--- config.mk ---
export PLATFORM = sky130hd
export DESIGN_NAME = clif_top
export DESIGN_NICKNAME = d
export VERILOG_FILES = /design/src/pkg/clif_pkg.sv /design/src/design/clif_top.sv
export VERILOG_INCLUDE_DIRS = /design/src /design/src/pkg
export SDC_FILE = /design/constraint.sdc
export NUM_CORES = 2
export LEC_CHECK = 0
export BUFFER_PORTS_ARGS = -buffer_cell sky130_fd_sc_hd__buf_2
export CAP_MARGIN = 20
export CORE_ASPECT_RATIO = 0.8
export CORE_MARGIN = 10
export CORE_UTILIZATION = 62
export CTS_CLUSTER_DIAMETER = 30
export DETAILED_ROUTE_END_ITERATION = 16
export PLACE_DENSITY_LB_ADDON = 0.1
export SYNTH_ARGS = -nofsm -noshare
export SYNTH_HDL_FRONTEND = slang
export SYNTH_SLANG_ARGS = --single-unit
export TNS_END_PERCENT = 1
--- constraint.sdc ---
create_clock -name clk -period 9.6 [get_ports clk]
set_clock_uncertainty 0.15 [all_clocks]
set_input_delay 0.96 -clock clk [delete_from_list [all_inputs] [get_ports clk]]
set_output_delay 0.96 -clock clk [all_outputs]
set_load 0.01 [all_outputs]
--- src/pkg/clif_map.svh ---
`ifndef CLIF_MAP_SVH
`define CLIF_MAP_SVH
`define CLIF_WORD_W 12
`define CLIF_ADDR_W 9
`define CLIF_KIND_MSB 11
`define CLIF_KIND_LSB 9
`define CLIF_KIND_COEF 3'h0
`define CLIF_KIND_CONFIG 3'h1
`define CLIF_KIND_HSEL 3'h2
`define CLIF_KIND_VSEL 3'h3
`define CLIF_KIND_HRND 3'h4
`define CLIF_KIND_VRND 3'h5
`define CLIF_KIND_HLIM 3'h6
`define CLIF_KIND_VLIM 3'h7
`define CLIF_NUM_COEF 4'h8
`define CLIF_NUM_ONE 4'h1
`define CLIF_NUM_RND 4'h4
`define CLIF_NUM_LIM 4'h2
`define CLIF_RND_BYTE_W 8
`define CLIF_CTRL_DATA_W 32
`define CLIF_FIFO_DEPTH 32
`endif

--- src/pkg/clif_pkg.sv ---
`include "clif_map.svh"
package clif_pkg;
  typedef enum logic [2:0] {
    KIND_COEF = `CLIF_KIND_COEF,
    KIND_CONFIG = `CLIF_KIND_CONFIG,
    KIND_HSEL = `CLIF_KIND_HSEL,
    KIND_VSEL = `CLIF_KIND_VSEL,
    KIND_HRND = `CLIF_KIND_HRND,
    KIND_VRND = `CLIF_KIND_VRND,
    KIND_HLIM = `CLIF_KIND_HLIM,
    KIND_VLIM = `CLIF_KIND_VLIM
  } clif_kind_type;
  typedef enum logic [1:0] {
    ST_ADDR = 2'h1,
    ST_DATA = 2'h2
  } clif_state_type;
  typedef struct packed {
    clif_kind_type kind;
    logic [`CLIF_ADDR_W-1:0] addr;
    logic [`CLIF_CTRL_DATA_W-1:0] data;
  } clif_rec_type;
endpackage

--- src/design/clif_top.sv ---
`timescale 1ns/1ps
`include "clif_map.svh"

module clif_fifo #(
  parameter int W = 8,
  parameter int DEPTH = `CLIF_FIFO_DEPTH
) (
  // Clock and reset
  input wire logic clk,
  input wire logic rst_n,
  // Fill side
  input wire logic inValid,
  output logic inReady,
  input wire logic [W-1:0] inData,
  // Drain side
  output logic outValid,
  input wire logic outReady,
  output logic [W-1:0] outData
);
  localparam int PW = $clog2(DEPTH);
  generate
    if (DEPTH < 2) begin : g_chk
      $error("clif_fifo: DEPTH must be at least 2");
    end
  endgenerate
  logic [W-1:0] memQ [DEPTH];
  logic [PW-1:0] wrQ;
  logic [PW-1:0] rdQ;
  logic [PW:0] cntQ;
  wire push = inValid & inReady;
  wire pop = outValid & outReady;
  wire [PW-1:0] wrNext = (wrQ == PW'(DEPTH - 1)) ? '0 : wrQ + 1'b1;
  wire [PW-1:0] rdNext = (rdQ == PW'(DEPTH - 1)) ? '0 : rdQ + 1'b1;
  assign inReady = (cntQ != (PW + 1)'(DEPTH));
  assign outValid = (cntQ != '0);
  assign outData = memQ[rdQ];
  always_ff @(posedge clk or negedge rst_n) begin
    if (!rst_n) begin
      wrQ <= '0;
      rdQ <= '0;
      cntQ <= '0;
    end else begin
      if (push) wrQ <= wrNext;
      if (pop) rdQ <= rdNext;
      if (push != pop) cntQ <= push ? cntQ + 1'b1 : cntQ - 1'b1;
    end
  end
  always_ff @(posedge clk) begin
    if (push) memQ[wrQ] <= inData;
  end
endmodule // clif_fifo

module clif_port #(
  parameter int WORD_W = `CLIF_WORD_W,
  parameter int BANKS = `CLIF_NUM_COEF
) (
  // Clock and reset
  input wire logic clk,
  input wire logic rst_n,
  // Load pins and queue stall
  input wire logic loadStrobe_n,
  input wire logic [WORD_W-1:0] loadWord,
  input wire logic loadHold,
  input wire logic stall,
  // Committed transfer
  output logic commit,
  output clif_pkg::clif_rec_type commitRec,
  output logic [BANKS*WORD_W-1:0] coefData
);
  generate
    if (WORD_W != `CLIF_WORD_W || BANKS != `CLIF_NUM_COEF) begin : g_chk
      $error("clif_port: word layout is fixed by the address format");
    end
  endgenerate
  clif_pkg::clif_state_type stateQ;
  clif_pkg::clif_kind_type kindQ;
  logic [`CLIF_ADDR_W-1:0] addrQ;
  logic [3:0] needQ;
  logic [3:0] countQ;
  logic commitQ;
  logic [WORD_W-1:0] bufQ [BANKS];
  // Stall and hold both freeze the port without eating a word
  wire take = ~loadStrobe_n & ~loadHold & ~stall;
  wire isAddr = (stateQ == clif_pkg::ST_ADDR);
  wire [2:0] kindIn = loadWord[`CLIF_KIND_MSB:`CLIF_KIND_LSB];
  wire kindRnd = (kindIn == `CLIF_KIND_HRND) | (kindIn == `CLIF_KIND_VRND);
  wire kindLim = (kindIn == `CLIF_KIND_HLIM) | (kindIn == `CLIF_KIND_VLIM);
  wire [3:0] needIn = (kindIn == `CLIF_KIND_COEF) ? `CLIF_NUM_COEF :
    kindRnd ? `CLIF_NUM_RND : kindLim ? `CLIF_NUM_LIM : `CLIF_NUM_ONE;
  wire lastWord = (countQ == needQ - 4'h1);
  wire qRnd = (kindQ == clif_pkg::KIND_HRND) | (kindQ == clif_pkg::KIND_VRND);
  wire qLim = (kindQ == clif_pkg::KIND_HLIM) | (kindQ == clif_pkg::KIND_VLIM);
  wire [`CLIF_CTRL_DATA_W-1:0] rndVal = {bufQ[3][`CLIF_RND_BYTE_W-1:0],
    bufQ[2][`CLIF_RND_BYTE_W-1:0], bufQ[1][`CLIF_RND_BYTE_W-1:0],
    bufQ[0][`CLIF_RND_BYTE_W-1:0]};
  wire [`CLIF_CTRL_DATA_W-1:0] limVal = {8'h00, bufQ[1], bufQ[0]};
  wire [`CLIF_CTRL_DATA_W-1:0] oneVal = {20'h00000, bufQ[0]};
  assign commit = commitQ;
  assign commitRec.kind = kindQ;
  assign commitRec.addr = addrQ;
  assign commitRec.data = qRnd ? rndVal : qLim ? limVal : oneVal;
  genvar gi;
  for (gi = 0; gi < BANKS; gi++) begin : g_pack
    assign coefData[gi*WORD_W +: WORD_W] = bufQ[gi];
  end
  always_ff @(posedge clk or negedge rst_n) begin
    if (!rst_n) begin
      stateQ <= clif_pkg::ST_ADDR;
      kindQ <= clif_pkg::KIND_COEF;
      addrQ <= '0;
      needQ <= `CLIF_NUM_ONE;
      countQ <= '0;
      commitQ <= 1'b0;
    end else if (loadStrobe_n) begin
      stateQ <= clif_pkg::ST_ADDR;
      countQ <= '0;
      commitQ <= 1'b0;
    end else begin
      commitQ <= 1'b0;
      if (take && isAddr) begin
        stateQ <= clif_pkg::ST_DATA;
        kindQ <= clif_pkg::clif_kind_type'(kindIn);
        addrQ <= loadWord[`CLIF_ADDR_W-1:0];
        needQ <= needIn;
        countQ <= '0;
      end else if (take) begin
        if (lastWord) begin
          commitQ <= 1'b1;
          stateQ <= clif_pkg::ST_ADDR;
          countQ <= '0;
        end else begin
          countQ <= countQ + 4'h1;
        end
      end
    end
  end
  // Data words are not reset: nothing reads them before a commit
  always_ff @(posedge clk) begin
    if (take && !isAddr) bufQ[countQ[2:0]] <= loadWord;
  end

  // Word-count checks assume back-to-back words; a hold or stall ends the chain
  defer_write_a: assert property (@(posedge clk) disable iff (!rst_n)
    commitQ |-> $past(take) && $past(stateQ) == clif_pkg::ST_DATA
      && $past(countQ) == $past(needQ) - 4'h1)
    else $error("write committed before last data word");
  new_addr_a: assert property (@(posedge clk) disable iff (!rst_n)
    commitQ && take |=> stateQ == clif_pkg::ST_DATA)
    else $error("word after last data not taken as address");
  idle_clear_a: assert property (@(posedge clk) disable iff (!rst_n)
    loadStrobe_n |=> stateQ == clif_pkg::ST_ADDR && countQ == 4'h0 && !commitQ)
    else $error("port not idle while strobe high");
  hold_freeze_a: assert property (@(posedge clk) disable iff (!rst_n)
    !loadStrobe_n && loadHold |=> $stable(stateQ) && $stable(countQ) && !commitQ)
    else $error("port advanced during hold");
  stall_freeze_a: assert property (@(posedge clk) disable iff (!rst_n)
    !loadStrobe_n && stall |=> $stable(stateQ) && $stable(countQ) && !commitQ)
    else $error("port advanced while the queue had no room");
  addr_latch_a: assert property (@(posedge clk) disable iff (!rst_n)
    take && isAddr |=> stateQ == clif_pkg::ST_DATA
      && addrQ == $past(loadWord[`CLIF_ADDR_W-1:0]))
    else $error("address word not latched");
  coef_nine_a: assert property (@(posedge clk) disable iff (!rst_n)
    (take && isAddr && kindIn == `CLIF_KIND_COEF) ##1 take [*8] |=> commitQ)
    else $error("coefficient set not committed after nine words");
  round_five_a: assert property (@(posedge clk) disable iff (!rst_n)
    (take && isAddr && kindRnd) ##1 (take && !commitQ) [*4] |=> commitQ)
    else $error("round register not committed after five words");
  limit_three_a: assert property (@(posedge clk) disable iff (!rst_n)
    (take && isAddr && kindLim) ##1 (take && !commitQ) [*2] |=> commitQ)
    else $error("limit register not committed after three words");
  round_msb_a: assert property (@(posedge clk) disable iff (!rst_n)
    take && !isAddr && qRnd && countQ == 4'h3 |=> commitQ
      && commitRec.data[31:24] == $past(loadWord[7:0]))
    else $error("round register byte order wrong");
  limit_upper_a: assert property (@(posedge clk) disable iff (!rst_n)
    take && !isAddr && qLim && countQ == 4'h1 |=> commitQ
      && commitRec.data[23:12] == $past(loadWord))
    else $error("upper limit misplaced");
  limit_lower_a: assert property (@(posedge clk) disable iff (!rst_n)
    (take && !isAddr && qLim && countQ == 4'h0) ##1 take |=> commitQ
      && commitRec.data[11:0] == $past(loadWord, 2))
    else $error("lower limit misplaced");
  round_lsb_a: assert property (@(posedge clk) disable iff (!rst_n)
    (take && !isAddr && qRnd && countQ == 4'h0) ##1 take [*3] |=> commitQ
      && commitRec.data[7:0] == $past(loadWord[7:0], 4))
    else $error("round register low byte misplaced");
  sel_one_a: assert property (@(posedge clk) disable iff (!rst_n)
    (take && isAddr && needIn == `CLIF_NUM_ONE) ##1 take |=> commitQ)
    else $error("single-word register not committed after one word");
  coef_load_c: cover property (@(posedge clk) disable iff (!rst_n)
    commitQ && kindQ == clif_pkg::KIND_COEF);
  round_load_c: cover property (@(posedge clk) disable iff (!rst_n)
    commitQ && qRnd);
  limit_load_c: cover property (@(posedge clk) disable iff (!rst_n)
    commitQ && qLim);
endmodule // clif_port

module clif_top #(
  parameter int FIFO_DEPTH = `CLIF_FIFO_DEPTH
) (
  // Clock and reset
  input wire logic clk,
  input wire logic rst_n,
  // Horizontal load port
  input wire logic horiz_load_strobe_n,
  input wire logic [`CLIF_WORD_W-1:0] horiz_load_word,
  input wire logic horiz_load_hold,
  // Vertical load port
  input wire logic vert_load_strobe_n,
  input wire logic [`CLIF_WORD_W-1:0] vert_load_word,
  input wire logic vert_load_hold,
  // Room for another control write; low stalls both ports
  output logic loadReady,
  // Horizontal coefficient bank write
  output logic horizCoefWrite,
  output logic [`CLIF_ADDR_W-1:0] horizCoefAddr,
  output logic [`CLIF_NUM_COEF*`CLIF_WORD_W-1:0] horizCoefData,
  // Vertical coefficient bank write
  output logic vertCoefWrite,
  output logic [`CLIF_ADDR_W-1:0] vertCoefAddr,
  output logic [`CLIF_NUM_COEF*`CLIF_WORD_W-1:0] vertCoefData,
  // Control register writes
  output logic ctrlValid,
  input wire logic ctrlReady,
  output clif_pkg::clif_rec_type ctrlRec
);
  localparam int RW = $bits(clif_pkg::clif_rec_type);
  logic hCommit;
  logic vCommit;
  clif_pkg::clif_rec_type hRec;
  clif_pkg::clif_rec_type vRec;
  logic fifoReady;
  // Each port has its own sequencer, but both share the stall, and a control-write clash drops the horizontal one
  clif_port u_horiz (
    .clk(clk),
    .rst_n(rst_n),
    .loadStrobe_n(horiz_load_strobe_n),
    .loadWord(horiz_load_word),
    .loadHold(horiz_load_hold),
    .stall(~loadReady),
    .commit(hCommit),
    .commitRec(hRec),
    .coefData(horizCoefData)
  );
  clif_port u_vert (
    .clk(clk),
    .rst_n(rst_n),
    .loadStrobe_n(vert_load_strobe_n),
    .loadWord(vert_load_word),
    .loadHold(vert_load_hold),
    .stall(~loadReady),
    .commit(vCommit),
    .commitRec(vRec),
    .coefData(vertCoefData)
  );
  // Coefficient kind targets the port's own filter only
  wire hCoef = hCommit & (hRec.kind == clif_pkg::KIND_COEF);
  wire vCoef = vCommit & (vRec.kind == clif_pkg::KIND_COEF);
  wire hCtrl = hCommit & ~hCoef;
  wire vCtrl = vCommit & ~vCoef;
  // Horizontal loser is simply dropped; its port already moved on
  wire ctrlPush = vCtrl | hCtrl;
  wire [RW-1:0] ctrlIn = vCtrl ? vRec : hRec;
  assign horizCoefWrite = hCoef;
  assign horizCoefAddr = hRec.addr;
  assign vertCoefWrite = vCoef;
  assign vertCoefAddr = vRec.addr;
  // Queue fill is mirrored here: a commit still in flight must keep its slot,
  // else a last word taken just as the queue fills would be lost
  localparam int FW = $clog2(FIFO_DEPTH) + 1;
  logic [FW-1:0] fillQ;
  wire ctrlPop = ctrlValid & ctrlReady;
  wire ctrlTaken = ctrlPush & fifoReady;
  wire [FW:0] fillAhead = {1'b0, fillQ} + {{FW{1'b0}}, ctrlPush};
  assign loadReady = (fillAhead < (FW + 1)'(FIFO_DEPTH));
  always_ff @(posedge clk or negedge rst_n) begin
    if (!rst_n) begin
      fillQ <= '0;
    end else if (ctrlTaken != ctrlPop) begin
      fillQ <= ctrlTaken ? fillQ + 1'b1 : fillQ - 1'b1;
    end
  end
  clif_fifo #(.W(RW), .DEPTH(FIFO_DEPTH)) u_fifo (
    .clk(clk),
    .rst_n(rst_n),
    .inValid(ctrlPush),
    .inReady(fifoReady),
    .inData(ctrlIn),
    .outValid(ctrlValid),
    .outReady(ctrlReady),
    .outData(ctrlRec)
  );

  vert_wins_a: assert property (@(posedge clk) disable iff (!rst_n)
    vCtrl && hCtrl |-> ctrlPush && ctrlIn == RW'(vRec))
    else $error("vertical control write lost to horizontal");
  coef_own_a: assert property (@(posedge clk) disable iff (!rst_n)
    horizCoefWrite |-> hCommit && !(ctrlPush && ctrlIn == RW'(hRec) && !vCtrl))
    else $error("coefficient write routed to control path");
  clash_c: cover property (@(posedge clk) disable iff (!rst_n) vCtrl && hCtrl);
  push_room_a: assert property (@(posedge clk) disable iff (!rst_n)
    ctrlPush |-> fifoReady)
    else $error("control write dropped for want of room");
  stall_c: cover property (@(posedge clk) disable iff (!rst_n)
    !loadReady && !horiz_load_strobe_n);
endmodule // clif_top

# After elaboration in Yosys (flattened, before gate mapping)
# Memory sizes are Yosys's and may differ from the RTL's.
# Index checks and enable logic that the tools add are counted.
# totals
reg_bits,68
ram_bits,1600
out_inout_bits,258
word_cells,144
mem_count,3
# classes
addsub,11
n_lt_le_gt_ge,1
eq_ne,24
mux,45
bitwise,25
n_reduce_logical,19
# memory_table
name,depth,width,rd,rd_ports_with_merged_regs,wr,line_no,text
u_fifo.memQ,32,44,1,0,1,clif_top.sv:26,logic [W-1:0] memQ [DEPTH];
u_horiz.bufQ,8,12,8,0,1,clif_top.sv:81,logic [WORD_W-1:0] bufQ [BANKS];
u_vert.bufQ,8,12,8,0,1,clif_top.sv:81,
# ops
operator,n
32-bit 2-to-1 mux,2
"3-bit == test, second input constant",16
24-bit 2-to-1 mux,2
4-bit 2-to-1 mux,12
44-bit 2-to-1 mux,1
2-bit 2-to-1 mux,10
1-bit 2-to-1 mux,14
"6-bit by 1-bit adder with 6-bit output, second input constant",2
3-bit logical NOT,4
6-bit 2-to-1 mux,2
3-bit nonzero test,4
"6-bit by 1-bit subtractor with 6-bit output, second input constant",2
"5-bit by 1-bit adder with 5-bit output, second input constant",2
1-bit bitwise AND,10
"5-bit == test, second input constant",2
5-bit 2-to-1 mux,2
1-bit OR,9
"4-bit by 1-bit adder with 4-bit output, second input constant",2
4-bit == test,2
2-bit AND reduction,4
"4-bit by 1-bit subtractor with 4-bit output, second input constant",2
6-bit by 1-bit adder with 7-bit output,1
"7-bit by 6-bit < comparator with 1-bit output, second input constant",1
"6-bit inequality test, second input constant",1
other kinds (6),16

# Longest topological paths before layout
# depth
ltp_word,11
mapped_depth,11
depth_no_buf,9

# Modules after synthesis
# A second synthesis with hierarchy kept.
# unflattened
hier_cells,3271
hier_area_um2,64740.8
# by_module_without_submodules
mod,instances,cells_each,area_each_um2
clif_fifo,1,2674,54933.9
clif_port,2,249,4401.7
clif_top,1,99,1003.5

# Worst setup path after synthesis
# Ideal clock, no wire load.
# synth_timing
path_type,register -> register
start,register u_horiz.kindQ[1]
end,memory u_fifo.memQ[12][0] (netlist bit) (enable)
setup_ns,0.446
arrival_time_ns,3.319
required_ns,9.004
setup_slack_ns,5.686
stages_incl_launch_ff,7
n_path_buf,2
synth_period_minus_slack_ns,3.914
path_cell_list,dfrtp_1 -> clkbuf_1 -> o31ai_1 -> a32oi_1 -> clkbuf_1 -> nand2_1 -> nor2_1
# synth_between
elab_chain_len,8
# synth_rtl
item,line_no,text
start: declaration,clif_top.sv:76,clif_pkg::clif_kind_type kindQ;
start signal: assignment,clif_top.sv:109,kindQ <= clif_pkg::KIND_COEF;
start signal: assignment,clif_top.sv:122,kindQ <= clif_pkg::clif_kind_type'(kindIn);
3-bit logical NOT,clif_top.sv:258,wire hCoef = hCommit & (hRec.kind == clif_pkg::KIND_COEF);
1-bit bitwise AND,clif_top.sv:258,
1-bit inverter,clif_top.sv:260,wire hCtrl = hCommit & ~hCoef;
1-bit bitwise AND,clif_top.sv:260,
1-bit OR,clif_top.sv:263,wire ctrlPush = vCtrl | hCtrl;
1-bit bitwise AND,clif_top.sv:30,wire push = inValid & inReady;
1-bit 2-to-1 mux,clif_top.sv:49,if (push) memQ[wrQ] <= inData;
1-bit 2-to-1 mux (implied by the code),clif_top.sv:49,
end: declaration,clif_top.sv:26,
# Every way passes these cells.

==> results.sh <==
export IMPL_drc=0
export IMPL_design_area_um2=76020
export IMPL_gr_total_overflow=0
export IMPL_status="complete, no violations"
export IMPL_cts_resized=0
export IMPL_worstSkewPairLatency_ns=0.83
export IMPL_worst_slack_ns=3.914
export IMPL_drt_total_wl_um=168300
export IMPL_via_per_inst=6.748
export IMPL_cts_hold_buf=0
export IMPL_vdd_ir_drop_max_v=0.0002500
export IMPL_track_usage_pct=28.85
export IMPL_cts_path_max_buffers=3
export IMPL_placed_cells=4325
export IMPL_synth_edff_count=1600
export IMPL_ys_seq_area_share_pct=77.71
export IMPL_final_nets=3305
export IMPL_fp_dieH_um=307.4
export IMPL_wl_per_cell_um=35.08
export IMPL_area_growth_pct=18.73
export IMPL_grt_max_degree=112
export IMPL_maxCapViolCount=0
export IMPL_dr_pass1_iters=5
export IMPL_synth_net_count=2846
export IMPL_layout_drive_gt1_share_pct=40.87
export IMPL_path_clk_slew_ns=0.06
export IMPL_die_w_um=379.3
export IMPL_synthTopCellsByArea="edfxtp_1, mux4_2, dfrtp_1"
export IMPL_pre_cts_slack_ns=4.838
export IMPL_yosysTopAreaCell="edfxtp_1"
export IMPL_fmax_mhz=175.9
export IMPL_num_vias=32370
export IMPL_hpwl_um=85680
export IMPL_power_leakage_uw=0.02526
export IMPL_tightest_slew_ns=1.192
export IMPL_setup_violations=0
export IMPL_cp_end_kind="primary output"
export IMPL_cts_made_buffers=236
export IMPL_rsz0062_at_grt="false"
export IMPL_htreeDepth=4
export IMPL_ys_flop_type="edfxtp_1"
export IMPL_hold_viol_final=0
export IMPL_fill_cells=5552
export IMPL_async_flop_share_pct=4.077
export IMPL_drt_iter0_markers=4480
export IMPL_placed_cell_area_um2=67280
export IMPL_cts_sinks=1668
export IMPL_final_cells=4797
export IMPL_crit_path_max_fanout=53
export IMPL_syn_cell_area_um2=64030
export IMPL_n_antenna_cell=0
export IMPL_period_share_pct=59.23
export IMPL_ant_nets=0
export IMPL_core_um2=102500
export IMPL_yosysTopAreaCellShare_pct=75.04
export IMPL_worst_ep_required_time_ns=8.49
export IMPL_synthDistinctLibCells=48
export IMPL_grt_pass1_vias=32530
export IMPL_slew_limit_headroom_pct=20.53
export IMPL_drv_slew=0
export IMPL_min_period_ns=5.686
export IMPL_critPathKind="reg2out"
export IMPL_floorplan_initialDensity_pct=62.48
export IMPL_setup_tns_ns=0
export IMPL_cts_tree="yes"
export IMPL_power_density_nw_per_um2=291.5
export IMPL_die_area_um2=116600
export IMPL_min_path_type="in2async"
export IMPL_synthCells=2794
export IMPL_critical_path_startpoint_type="register"
export IMPL_io_buffers=288
export IMPL_synth_area_per_cell_um2=22.92
export IMPL_grt_pass1_wl_um=236400
export IMPL_place_congestion=0.8862
export IMPL_ys_seq_elements=1668
export IMPL_rows=105
export IMPL_antenna_found_initial=0
export IMPL_pin_count=289
export IMPL_cp_arrival_ns=4.58
export IMPL_ys_warn_count=0
export IMPL_postCtsSetupBuffers=0
export IMPL_cts_root_buf="clkbuf_16"
## cell usage in the layout, fill, tap and decap left out, types with 14 or more instances in the layout
cell type and n:
nor2_4 32, clkbuf_16 237, bufinv_16 27, clkbuf_1 16, edfxtp_1 1600, buf_2 288, mux4_2 440, nand3_1 44
inv_6 25, buf_16 23, o21ai_0 20, ha_1 19, clkinv_1 20, xnor2_1 14, clkinvlp_4 32, clkinv_2 44
mux2_2 102, buf_4 78, nand2_1 123, nor2_1 23, dfrtp_1 59, clkinv_4 24
## state kept, by name, indices dropped and copies added, names as in the netlist, 4 cells and up
register,flops
u_horiz.bufQ,96
u_vert.addrQ,9
u_fifo.rdQ,5
u_horiz.addrQ,9
u_horiz.countQ,4
fillQ,6
u_fifo.wrQ,5
u_vert.needQ,4
u_vert.countQ,4
u_vert.bufQ,96
u_horiz.needQ,4
u_fifo.cntQ,6
u_fifo.memQ,1408
## synthesized netlist by cell type, types with 3 or more instances
master	n
nor4b_1	8
o21ai_0	28
nor3_1	11
a21oi_1	17
o31a_1	4
edfxtp_1	1600
dfstp_2	4
nand3b_1	5
mux4_2	440
nand3_1	44
a32oi_1	3
xor2_1	4
ha_1	19
mux2_2	102
or3_1	4
xnor2_1	14
inv_1	7
buf_6	7
nand2_1	123
nand2b_1	7
dfrtp_1	64
mux2i_1	7
a211oi_1	6
clkbuf_1	86
nand4b_1	4
a21o_1	4
o31ai_1	4
nor4_1	4
buf_1	11
nor2b_1	6
nor2_1	55
buf_4	34
buf_2	36
## critical path: stages, from the launching register on
cell	delay (ns)
dfrtp_4	0.81
buf_4	0.73
buf_4	0.69
mux4_2	0.43
mux4_2	0.51
mux2_2	0.30
buf_2	0.15
## final cells by class
cell class | instances | area, um2 | share of cell area (%)
clock inverter | 192 | 2076 | 2.730
inverter | 8 | 30.03 | 0.03950
timing repair buffer | 395 | 2755 | 3.624
multi-input combinational | 944 | 13730 | 18.05
tap | 1337 | 1673 | 2.200
clock buffer | 253 | 5991 | 7.880
sequential | 1668 | 49770 | 65.47
## per-stage QoR
| stage | hold slack [ns] | total power [uW] | utilization, % |
|---|---|---|---|
| after floorplan | 0.3128 | 11970 | - |
| final | 0.1739 | 22160 | 74.19 |
| after global routing | 0.2406 | 22800 | 74.19 |
| after global placement | 0.3315 | 13250 | 65.62 |
| after CTS | 0.1726 | 22020 | 73.53 |
| after detailed placement | 0.3452 | 13380 | 65.65 |
## worst paths after layout
kind | slack [ns] | end | depth (start not counted) | from
max in group asynchronous | 8.41 | u_fifo.rdQ[0] | 2 | rst_n
max | 3.91 | ctrlRec[1] | 6 | u_fifo.rdQ[1]
min in group clk | 0.30 | u_horiz.bufQ[2][7] | 1 | horiz_load_word[7]
min reg2reg | 0.35 | u_horiz.needQ[0] | 2 | u_horiz.needQ[0]
min | 0.17 | u_horiz.countQ[2] | 2 | rst_n
max reg2reg | 4.93 | u_fifo.memQ[28][24] | 7 | u_vert.commit
## cell families (layout without fill, tap and decap cells)
kind of cell	count (synthesis)	after routing	share of synthesized area, %
AND/OR/NAND/NOR	279	279	1.995
XOR/XNOR	20	20	0.3205
multiplexers	549	549	17.38
flip-flops	1668	1668	77.71
AO/OA/AOI/OAI	75	75	0.7445
adder cells (fa/ha/maj)	21	21	0.4338
buffers and inverters	182	848	1.419
## layer usage
layer | track usage [%] | wire length [um]
met3 | 7.183 | 16060
met1 | 39.63 | 62590
met4 | 9.435 | 4809
met5 | 0 | 0
met2 | 45.87 | 84820
## power by group
group	total [uW]	switching, uW	leakage (uW)	internal, uW
registers	8940	284	0.0153	8660
logic	4510	2450	0.00604	2070
clock network	8710	3390	0.00389	5320
total	22200	6110	0.0253	16000
No activity file was read; power rests on OpenSTA's default activity.
